<file path="src/hdl/adcpm_regs.svh">
// register map, field positions, reset values and timing for the
// converter pin-mode decoder; included by the decoder top and the testbench
`ifndef ADCPM_REGS_SVH
`define ADCPM_REGS_SVH

`define ADCPM_ADDR_W 4
`define ADCPM_OFS_CTRL 4'h0
`define ADCPM_OFS_STATUS 4'h4

`define ADCPM_CTRL_RESET 6'h00
`define ADCPM_CTRL_W 6
`define ADCPM_CTRL_PAIR 0
`define ADCPM_CTRL_BYTE 1
`define ADCPM_CTRL_CHAN 2
`define ADCPM_CTRL_LOWPWR 3
`define ADCPM_CTRL_SERIAL 4
`define ADCPM_CTRL_RDC 5

`define ADCPM_ST_SERIAL 0
`define ADCPM_ST_SLAVE 1
`define ADCPM_ST_DIV_LO 2
`define ADCPM_ST_DIV_HI 3
`define ADCPM_ST_EMPTY 4
`define ADCPM_ST_FULL 5
`define ADCPM_ST_BUSY 6

`define ADCPM_RESP_OKAY 2'h0
`define ADCPM_RESP_SLVERR 2'h2

`define ADCPM_BIT_DIV0 2
`define ADCPM_BIT_DIV1 3
`define ADCPM_BIT_CLKSRC 4
`define ADCPM_BIT_CHAIN 7
`define ADCPM_BIT_SOUT 8
`define ADCPM_OE_PAR 16'hFFFF
`define ADCPM_OE_SER 16'h0100

`define ADCPM_WORD_BITS 32
`define ADCPM_FIFO_DEPTH 32
`define ADCPM_CLK_NS 5
`define ADCPM_SCLK_P0_NS 40
`define ADCPM_SCLK_P1_NS 70
`define ADCPM_SCLK_P2_NS 140
`define ADCPM_SCLK_P3_NS 280

`endif

</file>
<file path="src/hdl/adcpm_pkg.sv">
// types shared by the pin-mode decoder files
// assumes nothing beyond a SystemVerilog compiler
package adcpm_pkg;
    typedef enum logic [1:0] {
        ADCPM_IDLE = 2'b00,
        ADCPM_WAIT = 2'b01,
        ADCPM_SHIFT = 2'b11
    } adcpm_ser_state_t;
endpackage

</file>
<file path="src/hdl/adcpm_fifo.sv">
// result buffer: parameterised fifo with registered read data
// assumes one clock, synchronous active-low reset
`timescale 1ns/1ps
module adcpm_fifo
    import adcpm_pkg::*;
#(
    parameter int WIDTH = 32,
    parameter int DEPTH = 32
) (
    input wire logic clk,
    input wire logic rst_n,
    input wire logic in_valid,
    output logic in_ready,
    input wire logic [WIDTH-1:0] in_data,
    output logic out_valid,
    input wire logic out_ready,
    output logic [WIDTH-1:0] out_data,
    output logic empty,
    output logic full
);
    localparam int AW = $clog2(DEPTH);
    logic [WIDTH-1:0] mem [DEPTH];
    logic [AW:0] wptr;
    logic [AW:0] rptr;
    logic push;
    logic fetch;
    logic mem_empty;

    assign mem_empty = (wptr == rptr);
    assign full = (wptr[AW-1:0] == rptr[AW-1:0]) && (wptr[AW] != rptr[AW]);
    assign empty = mem_empty && !out_valid;
    assign in_ready = !full;
    assign push = in_valid && in_ready;
    // head register refills as soon as it is free or being drained
    assign fetch = !mem_empty && (!out_valid || out_ready);

    always_ff @(posedge clk) begin
        if (push) begin
            mem[wptr[AW-1:0]] <= in_data;
        end
    end

    always_ff @(posedge clk) begin
        if (!rst_n) begin
            wptr <= '0;
        end else if (push) begin
            wptr <= wptr + 1'b1;
        end
    end

    always_ff @(posedge clk) begin
        if (!rst_n) begin
            rptr <= '0;
            out_valid <= 1'b0;
            out_data <= '0;
        end else if (fetch) begin
            rptr <= rptr + 1'b1;
            out_valid <= 1'b1;
            out_data <= mem[rptr[AW-1:0]];
        end else if (out_ready) begin
            out_valid <= 1'b0;
        end
    end
endmodule

</file>
<file path="src/hdl/adcpm_top.sv">
// converter pin-mode decoder: axi4-lite control, result fifo,
// parallel bus and serial port sharing the data pins
// assumes results arrive from the conversion core on SYS_CLK and
// that all pins are synchronous to SYS_CLK
//
// The AXI4-Lite interface to the registers and the placing of the registers were chosen for this implementation.
`timescale 1ns/1ps
`include "adcpm_regs.svh"

// Summary of operation
// - pair select picks first or second inputs
// - byte order select swaps parallel bytes
// - parallel shows B when low, A high
// - serial shifts selected channel first, other next
// - low-power select enters reduced power mode
// - port type picks parallel or serial port
// - lowest two data outputs float in serial
// - bits 2,3 become divider inputs in serial
// - divider used only in master read-after-convert
// - bit 4 becomes clock source input serially
// - clock source low master, high slave
// - divider gives 40,70,140,280 ns periods
// - 32-bit shift register, most significant first
// - read during convert high, else after
module adcpm_top
    import adcpm_pkg::*;
(
    input wire logic SYS_CLK,
    input wire logic RST_N,
    input wire logic [`ADCPM_ADDR_W-1:0] S_AXI_AWADDR,
    input wire logic S_AXI_AWVALID,
    output logic S_AXI_AWREADY,
    input wire logic [31:0] S_AXI_WDATA,
    input wire logic [3:0] S_AXI_WSTRB,
    input wire logic S_AXI_WVALID,
    output logic S_AXI_WREADY,
    output logic [1:0] S_AXI_BRESP,
    output logic S_AXI_BVALID,
    input wire logic S_AXI_BREADY,
    input wire logic [`ADCPM_ADDR_W-1:0] S_AXI_ARADDR,
    input wire logic S_AXI_ARVALID,
    output logic S_AXI_ARREADY,
    output logic [31:0] S_AXI_RDATA,
    output logic [1:0] S_AXI_RRESP,
    output logic S_AXI_RVALID,
    input wire logic S_AXI_RREADY,
    input wire logic [15:0] CONV_A,
    input wire logic [15:0] CONV_B,
    input wire logic CONV_VALID,
    output logic CONV_READY,
    input wire logic CONV_BUSY,
    output logic MUX_SELECT,
    output logic LOW_POWER,
    input wire logic PAR_RD,
    input wire logic [15:0] D_IN,
    output logic [15:0] D_OUT,
    output logic [15:0] D_OE,
    input wire logic SCLK_IN,
    output logic SCLK_OUT,
    output logic SCLK_OE
);
    localparam logic [5:0] HALF0 =
        6'((`ADCPM_SCLK_P0_NS / `ADCPM_CLK_NS) / 2);
    localparam logic [5:0] HALF1 =
        6'((`ADCPM_SCLK_P1_NS / `ADCPM_CLK_NS) / 2);
    localparam logic [5:0] HALF2 =
        6'((`ADCPM_SCLK_P2_NS / `ADCPM_CLK_NS) / 2);
    localparam logic [5:0] HALF3 =
        6'((`ADCPM_SCLK_P3_NS / `ADCPM_CLK_NS) / 2);
    localparam logic [5:0] WORD_BITS = 6'(`ADCPM_WORD_BITS);

    logic [`ADCPM_CTRL_W-1:0] ctrl;
    logic serial_mode;
    logic slave_mode;
    logic master_rac;
    logic rdc;
    logic [1:0] divider;
    logic [5:0] half_per;
    logic wr_take;
    logic rd_take;
    logic [31:0] status;

    logic fifo_out_valid;
    logic fifo_out_ready;
    logic [31:0] fifo_out_data;
    logic fifo_empty;
    logic fifo_full;

    logic [15:0] par_word;
    adcpm_ser_state_t state;
    adcpm_ser_state_t next_state;
    logic [31:0] shreg;
    logic [5:0] bit_cnt;
    logic [5:0] clk_cnt;
    logic sclk;
    logic sclk_in_q;
    logic shift_tick;
    logic load;

    // ---------------- mode decode ----------------
    assign serial_mode = ctrl[`ADCPM_CTRL_SERIAL];
    assign rdc = ctrl[`ADCPM_CTRL_RDC];
    // in serial mode the shared pins other than serial output bit 8 are inputs carrying the options
    assign slave_mode = serial_mode && D_IN[`ADCPM_BIT_CLKSRC];
    assign divider = {D_IN[`ADCPM_BIT_DIV1], D_IN[`ADCPM_BIT_DIV0]};
    assign master_rac = serial_mode && !slave_mode && !rdc;
    assign MUX_SELECT = ctrl[`ADCPM_CTRL_PAIR];
    assign LOW_POWER = ctrl[`ADCPM_CTRL_LOWPWR];

    always_comb begin
        half_per = HALF0;
        if (master_rac) begin
            case (divider)
                2'b01: half_per = HALF1;
                2'b10: half_per = HALF2;
                2'b11: half_per = HALF3;
                default: half_per = HALF0;
            endcase
        end
    end

    // ---------------- axi4-lite slave ----------------
    // write waits for both channels so the response follows both
    assign wr_take = S_AXI_AWVALID && S_AXI_WVALID && !S_AXI_BVALID;
    assign S_AXI_AWREADY = wr_take;
    assign S_AXI_WREADY = wr_take;
    assign rd_take = S_AXI_ARVALID && !S_AXI_RVALID;
    assign S_AXI_ARREADY = rd_take;

    always_ff @(posedge SYS_CLK) begin
        if (!RST_N) begin
            ctrl <= `ADCPM_CTRL_RESET;
        end else if (wr_take && S_AXI_AWADDR == `ADCPM_OFS_CTRL
                     && S_AXI_WSTRB[0]) begin
            ctrl <= S_AXI_WDATA[`ADCPM_CTRL_W-1:0];
        end
    end

    always_ff @(posedge SYS_CLK) begin
        if (!RST_N) begin
            S_AXI_BVALID <= 1'b0;
            S_AXI_BRESP <= `ADCPM_RESP_OKAY;
        end else if (wr_take) begin
            S_AXI_BVALID <= 1'b1;
            if (S_AXI_AWADDR == `ADCPM_OFS_CTRL
                || S_AXI_AWADDR == `ADCPM_OFS_STATUS) begin
                S_AXI_BRESP <= `ADCPM_RESP_OKAY;
            end else begin
                S_AXI_BRESP <= `ADCPM_RESP_SLVERR;
            end
        end else if (S_AXI_BREADY) begin
            S_AXI_BVALID <= 1'b0;
        end
    end

    always_comb begin
        status = 32'h0000_0000;
        status[`ADCPM_ST_SERIAL] = serial_mode;
        status[`ADCPM_ST_SLAVE] = slave_mode;
        status[`ADCPM_ST_DIV_LO] = master_rac && divider[0];
        status[`ADCPM_ST_DIV_HI] = master_rac && divider[1];
        status[`ADCPM_ST_EMPTY] = fifo_empty;
        status[`ADCPM_ST_FULL] = fifo_full;
        status[`ADCPM_ST_BUSY] = (state != ADCPM_IDLE);
    end

    always_ff @(posedge SYS_CLK) begin
        if (!RST_N) begin
            S_AXI_RVALID <= 1'b0;
            S_AXI_RDATA <= 32'h0000_0000;
            S_AXI_RRESP <= `ADCPM_RESP_OKAY;
        end else if (rd_take) begin
            S_AXI_RVALID <= 1'b1;
            if (S_AXI_ARADDR == `ADCPM_OFS_CTRL) begin
                S_AXI_RDATA <= {26'h0, ctrl};
                S_AXI_RRESP <= `ADCPM_RESP_OKAY;
            end else if (S_AXI_ARADDR == `ADCPM_OFS_STATUS) begin
                S_AXI_RDATA <= status;
                S_AXI_RRESP <= `ADCPM_RESP_OKAY;
            end else begin
                S_AXI_RDATA <= 32'h0000_0000;
                S_AXI_RRESP <= `ADCPM_RESP_SLVERR;
            end
        end else if (S_AXI_RREADY) begin
            S_AXI_RVALID <= 1'b0;
        end
    end

    // ---------------- result buffer ----------------
    adcpm_fifo #(
        .WIDTH(`ADCPM_WORD_BITS),
        .DEPTH(`ADCPM_FIFO_DEPTH)
    ) u_fifo (
        .clk(SYS_CLK),
        .rst_n(RST_N),
        .in_valid(CONV_VALID),
        .in_ready(CONV_READY),
        .in_data({CONV_A, CONV_B}),
        .out_valid(fifo_out_valid),
        .out_ready(fifo_out_ready),
        .out_data(fifo_out_data),
        .empty(fifo_empty),
        .full(fifo_full)
    );

    assign load = serial_mode && state == ADCPM_IDLE && fifo_out_valid;
    // parallel words leave only on the host read strobe
    assign fifo_out_ready = serial_mode ? load : PAR_RD;

    // ---------------- parallel port ----------------
    always_ff @(posedge SYS_CLK) begin
        if (!RST_N) begin
            par_word <= 16'h0000;
        end else if (!serial_mode && PAR_RD && fifo_out_valid) begin
            par_word <= ctrl[`ADCPM_CTRL_CHAN] ? fifo_out_data[31:16]
                                               : fifo_out_data[15:0];
        end
    end

    // ---------------- serial port ----------------
    always_comb begin
        next_state = state;
        case (state)
            ADCPM_IDLE: begin
                if (load) begin
                    next_state = (master_rac && CONV_BUSY) ? ADCPM_WAIT
                                                           : ADCPM_SHIFT;
                end
            end
            ADCPM_WAIT: begin
                if (!CONV_BUSY) begin
                    next_state = ADCPM_SHIFT;
                end
            end
            ADCPM_SHIFT: begin
                if (shift_tick && bit_cnt == WORD_BITS - 6'h01) begin
                    next_state = ADCPM_IDLE;
                end
            end
            default: next_state = ADCPM_IDLE;
        endcase
        if (!serial_mode) begin
            next_state = ADCPM_IDLE;
        end
    end

    always_ff @(posedge SYS_CLK) begin
        if (!RST_N) begin
            state <= ADCPM_IDLE;
        end else begin
            state <= next_state;
        end
    end

    always_ff @(posedge SYS_CLK) begin
        if (!RST_N) begin
            sclk_in_q <= 1'b0;
        end else begin
            sclk_in_q <= SCLK_IN;
        end
    end

    // master clock from a half-period counter; data moves on its fall
    always_ff @(posedge SYS_CLK) begin
        if (!RST_N) begin
            clk_cnt <= 6'h00;
            sclk <= 1'b0;
        end else if (state != ADCPM_SHIFT || slave_mode) begin
            clk_cnt <= 6'h00;
            sclk <= 1'b0;
        end else if (clk_cnt == half_per - 6'h01) begin
            clk_cnt <= 6'h00;
            sclk <= !sclk;
        end else begin
            clk_cnt <= clk_cnt + 6'h01;
        end
    end

    always_comb begin
        if (slave_mode) begin
            shift_tick = state == ADCPM_SHIFT && SCLK_IN && !sclk_in_q;
        end else begin
            shift_tick = state == ADCPM_SHIFT && sclk
                         && clk_cnt == half_per - 6'h01;
        end
    end

    always_ff @(posedge SYS_CLK) begin
        if (!RST_N) begin
            shreg <= 32'h0000_0000;
            bit_cnt <= 6'h00;
        end else if (load) begin
            shreg <= ctrl[`ADCPM_CTRL_CHAN] ? fifo_out_data
                     : {fifo_out_data[15:0], fifo_out_data[31:16]};
            bit_cnt <= 6'h00;
        end else if (shift_tick) begin
            // chain input refills from the bottom in slave mode
            shreg <= {shreg[30:0], slave_mode && D_IN[`ADCPM_BIT_CHAIN]};
            bit_cnt <= bit_cnt + 6'h01;
        end
    end

    assign SCLK_OUT = sclk;
    assign SCLK_OE = serial_mode && !slave_mode;

    always_comb begin
        if (serial_mode) begin
            D_OE = `ADCPM_OE_SER;
            D_OUT = 16'h0000;
            D_OUT[`ADCPM_BIT_SOUT] = shreg[31];
        end else begin
            D_OE = `ADCPM_OE_PAR;
            D_OUT = ctrl[`ADCPM_CTRL_BYTE] ? {par_word[7:0], par_word[15:8]}
                                           : par_word;
        end
    end

    // high-time count, so the slow clock needs no long repetition
    logic [5:0] hi_cnt;
    always_ff @(posedge SYS_CLK) begin
        if (!RST_N || !sclk) begin
            hi_cnt <= 6'h00;
        end else begin
            hi_cnt <= hi_cnt + 6'h01;
        end
    end
endmodule

</file>
<file path="config.mk">
export PLATFORM = sky130hd
export DESIGN_NAME = adcpm_top
export DESIGN_NICKNAME = d
export VERILOG_FILES = /design/src/hdl/adcpm_pkg.sv /design/src/hdl/adcpm_fifo.sv /design/src/hdl/adcpm_top.sv
export VERILOG_INCLUDE_DIRS = /design/src /design/src/hdl
export SDC_FILE = /design/constraint.sdc
export NUM_CORES = 1
export LEC_CHECK = 0
export BUFFER_PORTS_ARGS = -buffer_cell sky130_fd_sc_hd__buf_4
export CAP_MARGIN = 30
export CORE_MARGIN = 2
export CORE_UTILIZATION = 44
export CTS_BUF_LIST = sky130_fd_sc_hd__clkbuf_2 sky130_fd_sc_hd__clkbuf_4 sky130_fd_sc_hd__clkbuf_8
export CTS_CLUSTER_DIAMETER = 150
export DETAILED_ROUTE_END_ITERATION = 16
export GPL_TIMING_DRIVEN = 0
export PLACE_DENSITY = 0.65
export SLEW_MARGIN = 20
export SYNTH_ARGS = -nofsm -noshare
export SYNTH_HDL_FRONTEND = slang
export SYNTH_SLANG_ARGS = --single-unit
</file>
<file path="constraint.sdc">
create_clock -name SYS_CLK -period 9.5 [get_ports SYS_CLK]
set_input_delay 1.9 -clock SYS_CLK [delete_from_list [all_inputs] [get_ports SYS_CLK]]
set_output_delay 1.9 -clock SYS_CLK [all_outputs]
set_load 0.01 [all_outputs]
</file>
# After elaboration in Yosys (flattened, before gate mapping)
# Memories as Yosys holds them, arrays and structs flattened. A register that Yosys moved wholly into a read port is not among the register bits.
# Index checks and enable logic that the tools add are counted.
# op_classes
add_sub_neg,5
eq_ne,16
muxes,29
bitwise,1
n_reduce_logical,52
# op_table
operator,count
$mux 32,3
$mux 16,4
$logic_and 1x1->1,25
$add 6x1->6 const B,4
$pmux 5 s3,1
$mux 2,7
$mux 7,2
$eq 6x6->1,2
$logic_not 1->1,11
$mux 1,10
$reduce_bool 2->1,5
$eq 4x3->1 const B,2
$logic_not 4->1,2
$ne 2x2->1 const B,4
$eq 2x2->1 const B,3
$eq 6x5->1 const B,1
$pmux 2 s3,1
$sub 6x1->6 const B,1
$eq 5x5->1,1
$mux 5,1
$eq 2x1->1 const B,2
$reduce_or 2->1,2
$logic_or 1x1->1,3
$reduce_and 3->1,1
5 further kinds,5
# word_totals
reg_bits,121
mem_bits_rw,1024
in_bits,103
out_inout_bits,78
elab_cells,120
mem_count,1
# mem_list
memory,words,word_bits,read_ports,rd_ports_with_merged_regs,wr,line_no,rtl
u_fifo.mem,32,32,1,1,1,adcpm_fifo.sv:22,logic [WIDTH-1:0] mem [DEPTH];

# Longest topological paths before layout
# depth
depth_word,12
mapped_depth,13
ltp_nobuf,11

# Cells and area by module
# A second synthesis with hierarchy kept.
# unflattened
hier_cells,2438
hier_area_um2,45199.6
# by_module_without_submodules
module,instances,cells_per_inst,area_per_inst_um2,seq_area_each_um2
adcpm_fifo,1,1910,40701.5,31650.4
adcpm_top,1,528,4498.1,1621.6

# Least setup slack after synthesis
# No wires, ideal clock.
# synth_path
path_kind,input to register
startpoint,input port CONV_VALID
endpoint,memory u_fifo.mem[15][0] (enable)
setup_ns,0.422
arrival_time_ns,3.955
required_time_ns,9.078
path_slack_ns,5.123
cell_stages,4
path_buffers,1
path_cell_list,o31a_1 > clkbuf_1 > nand2_1 > nor2_1
# synth_via
elab_chain_len,3
# synth_lines
item,line_no,rtl
start: declaration,adcpm_top.sv:49,"input wire logic CONV_VALID,"
$logic_and 1x1->1,adcpm_fifo.sv:33,assign push = in_valid && in_ready;
$mux 1,adcpm_fifo.sv:38,if (push) begin
$mux 1 (implied by the code),adcpm_fifo.sv:39,mem[wptr[AW-1:0]] <= in_data;
end: declaration,adcpm_fifo.sv:22,
# No other way between the ends.

# Worst setup path after layout
# layout_path
startpoint,register u_fifo.rptr[4]
endpoint,output port CONV_READY
# layout_via
elab_chain_len,3
# layout_lines
item,line_no,rtl
start: declaration,adcpm_fifo.sv:24,logic [AW:0] rptr;
start signal: assignment,adcpm_fifo.sv:57,rptr <= rptr + 1'b1;
$eq 5x5->1,adcpm_fifo.sv:30,assign full = (wptr[AW-1:0] == rptr[AW-1:0]) && (wptr[AW] != rptr[AW]);
$logic_and 1x1->1,adcpm_fifo.sv:30,
$logic_not 1->1,adcpm_fifo.sv:32,assign in_ready = !full;
end: declaration,adcpm_top.sv:50,"output logic CONV_READY,"
# No other way between the ends.

==> metrics.md <==
| Metric | Value |
|---|---|
| Via-per-instance ratio | `between 5 and 6` |
| CP arrival | `about 2.8 ns` |
| Hold Path Class | `flop to flop` |
| Clk_lat worst skew | `between 0.8 and 0.9 ns` |
| Wire per inst | `about 27 um` |
| Post-placement cell area | `49,300 um^2` |
| CTS tree | `yes` |
| Worst-Margin Slew | `between 0.9 and 1 ns` |
| Final antenna-violating net count | `0` |
| Finished Cell Area | `between 50,000 and 60,000 um^2` |
| DRC viols | `0` |
| Max Slew Vio Count | `0` |
| CTS Sinks | `1,150` |
| Leakage Power | `17.1 nW` |
| Die X | `between 300 and 400 um` |
| Post-CTS sizing | `0` |
| First-pass GRT wire length | `about 160,000 um` |
| Syn Inst Count | `about 2,300` |
| Net count reported at finish | `roughly 2,800` |
| CTS Buf Count | `178` |
| I/O pins | `181` |
| Commonest non-fill, non-tap cell in the layout | `edfxtp_1` |
| Fraction of layout cells with a size suffix above 1 | `between 30 and 40%` |
| Drt first-iter violations | `~2,700` |
| Share of flip-flops with an asynchronous set or reset | `0%` |
| Synth warn | `0` |
| HPWL after DPL | `roughly 73,000 um` |
| Initial antenna violation count | `3` |
| Synthesis-to-layout area growth | `16.3%` |
| Sw power | `0.00317 W` |
| Worst VDD drop | `about 140 uV` |
| CP Class | `flop to output port` |
| Vias in the first global route | `~25,000` |
| Die area | `roughly 110,000 um^2` |
| RSZ-0062 raised after global routing | `no` |
| H-tree levels | `4` |
| Wirelength, routed | `approximately 110,000 um` |
| Rows | `117` |
| Top_reg_cell synth | `edfxtp_1` |
| Hold buffers post-CTS | `0` |
| Flop pwr share | `between 40% and 50%` |
| GRT Resource Usage Total | `roughly a fifth` |
| Avg Cell Area, Syn | `19.4 um^2` |
| CP Capture Type | `output port` |
| Fin. Hold Viols | `0` |
| Pre-antenna DRT Iters | `7` |
| Largest net degree at the start of global routing | `33` |
| Combinational share of power | `18.0%` |
| Post-synth EDFFs | `just over 1,000` |
| Worst setup SP type | `flop` |
| Clk_skew | `between 0.04 and 0.05 ns` |
| Clock Path Buffers | `3` |
| Worst EP required | `between 7 and 8 ns` |
| PwrDens | `225 nW/um^2` |
| Cell Area, Synth | `between 40,000 and 50,000 um^2` |
| Total grt overflow | `0` |
| Outcome | `finished clean` |
| Synth cell types | `55` |
| Seq/Total Area, Yosys | `around three quarters` |
| Routability congestion estimate | `between 0.8 and 0.9` |
| Initial core utilization | `roughly 44%` |
| Vias | `~24,000` |
| Min Clock Period, post-route | `roughly 4.7 ns` |
| Die Y | `325 um` |
| Setup-failing EPs final | `0` |
| Commonest non-fill, non-tap cells in the layout | `edfxtp_1, mux4_2, clkbuf_8` |
| Fmax achieved | `approximately 210 MHz` |
| Critical path fanouts, max | `9` |
| Clock share of power | `33.9%` |
| Core Region | `102,000 um^2` |
| Setup TNS | `0 ns` |
| Clock Pin Slew Worst Setup and Hold Paths | `about 0.06 ns` |
| Net Sw Frac | `approximately a quarter` |
| Max-cap violations | `0` |
| Seq cells post-synth | `roughly 1,200` |
| Clock root cell | `clkbuf_8` |
| Overall power | `around 0.012 W` |
| I/O Buffers | `~110` |
| Cell-internal power | `~0.0087 W` |
| Final Cycle Share | `49.8%` |
| Post-CTS setup buffer count | `0` |
| Worst relative slew slack | `36.3%` |
[stage by stage]
step / hold slack [ns] / worst slack [ns] / utilization, % / std cells
finish: 0.450 / 4.77 / 51.7 / 4217
global route: 0.476 / 4.60 / 51.7 / 4217
CTS: 0.450 / 4.67 / 51.7 / 4214
detailed placement: 0.442 / 4.84 / 48.3 / 3891
global placement: 0.437 / 2.79 / 47.1 / 3844
floorplan: 0.428 / 5.12 / - / 2367
[flip-flops by register name (all words and copies together) (netlist names)]
| register | cells |
|---|---|
| SCLK_OUT | 1 |
| u_fifo.out_data | 32 |
| S_AXI_RVALID | 1 |
| u_fifo.mem | 1024 |
| par_word | 16 |
| sclk_in_q | 1 |
| S_AXI_RRESP | 1 |
| ctrl | 6 |
| S_AXI_BVALID | 1 |
| u_fifo.wptr | 6 |
| bit_cnt | 6 |
| u_fifo.rptr | 6 |
| S_AXI_RDATA | 7 |
| clk_cnt | 6 |
| state | 2 |
| u_fifo.out_valid | 1 |
| shreg | 32 |
| S_AXI_BRESP | 1 |
[cell families (layout without fill, tap and decap cells)]
logic type / count (synthesis) / after routing / share of synthesized area [%]
DFF: 1150 / 1150 / 73.3
muxes: 434 / 434 / 17.2
and+or+nand+nor: 265 / 265 / 2.68
AOI/OAI and AO/OA: 259 / 259 / 3.65
buffers and inverters: 194 / 675 / 2.30
xor gates and xnor gates: 25 / 25 / 0.483
adders and majority gates: 12 / 12 / 0.331
other: 2 / 29 / 0.0165
[power by group through the flow]
stage          Combinational, W  Sequential [W]  Clock [W]
6_report                0.00214         0.00571    0.00403
5_1_grt                 0.00227         0.00571    0.00431
4_1_cts                 0.00216         0.00570    0.00410
3_5_place_dp            0.00215         0.00581          0
3_3_place_gp            0.00211         0.00580          0
2_1_floorplan           0.00144         0.00578          0
[final timing paths]
kind                               start                           to  slack [ns]  cells after the start
min               shreg[18]$_SDFFE_PN0P_       shreg[18]$_SDFFE_PN0P_        0.45                      2
max          u_fifo.rptr[4]$_SDFFE_PN0P_                   CONV_READY        4.77                      6
max reg2reg  u_fifo.rptr[4]$_SDFFE_PN0P_  u_fifo.mem[10][4]$_DFFE_PP_        5.73                      8
min reg2reg       shreg[18]$_SDFFE_PN0P_       shreg[18]$_SDFFE_PN0P_        0.45                      2
[metal layers]
metal	wire, um	part of all wire (%)	vias to the layer above	track usage [%]
met5	13	0.012	-	0
met4	3910	3.5	2	8.46
met2	54500	48	1217	34.2
met3	9790	8.7	237	4.57
li1	-	-	10200	-
met1	44600	40	12500	28.3
[area by class of cell]
class,count,area (um^2)
fill,8063,49200
sequential,1150,33300
multi-input combinational,1023,11400
clock buffer,233,2880
timing repair buffer,158,1880
tap,1368,1710
buffer,183,1000
clock inverter,90,604
inverter,11,41.3
antenna,1,2.50
[critical path, cell delays in order, from the launching register on]
cell and delay, ns:
dfxtp_1 0.30, clkbuf_1 0.48, xnor2_1 0.23, nand3_1 0.22, nor3_1 0.52, inv_1 0.08, buf_4 0.16
[synth_stat cells (14+ instances only)]
cell	n	share of area (%)
o21ai_0	60	0.66
nor2b_1	15	0.21
buf_4	48	0.79
nand3_1	14	0.15
dfxtp_1	126	5.6
o22ai_1	37	0.51
edfxtp_1	1024	68
o211a_1	36	0.79
nand2_1	114	0.94
buf_2	48	0.53
a21oi_1	83	0.92
xnor2_1	21	0.41
clkbuf_1	61	0.50
mux4_2	267	13
buf_1	16	0.13
mux2i_1	62	1.4
nor2_1	66	0.55
mux2_2	105	2.6
Note: power is estimated with default switching activity, not from simulation.
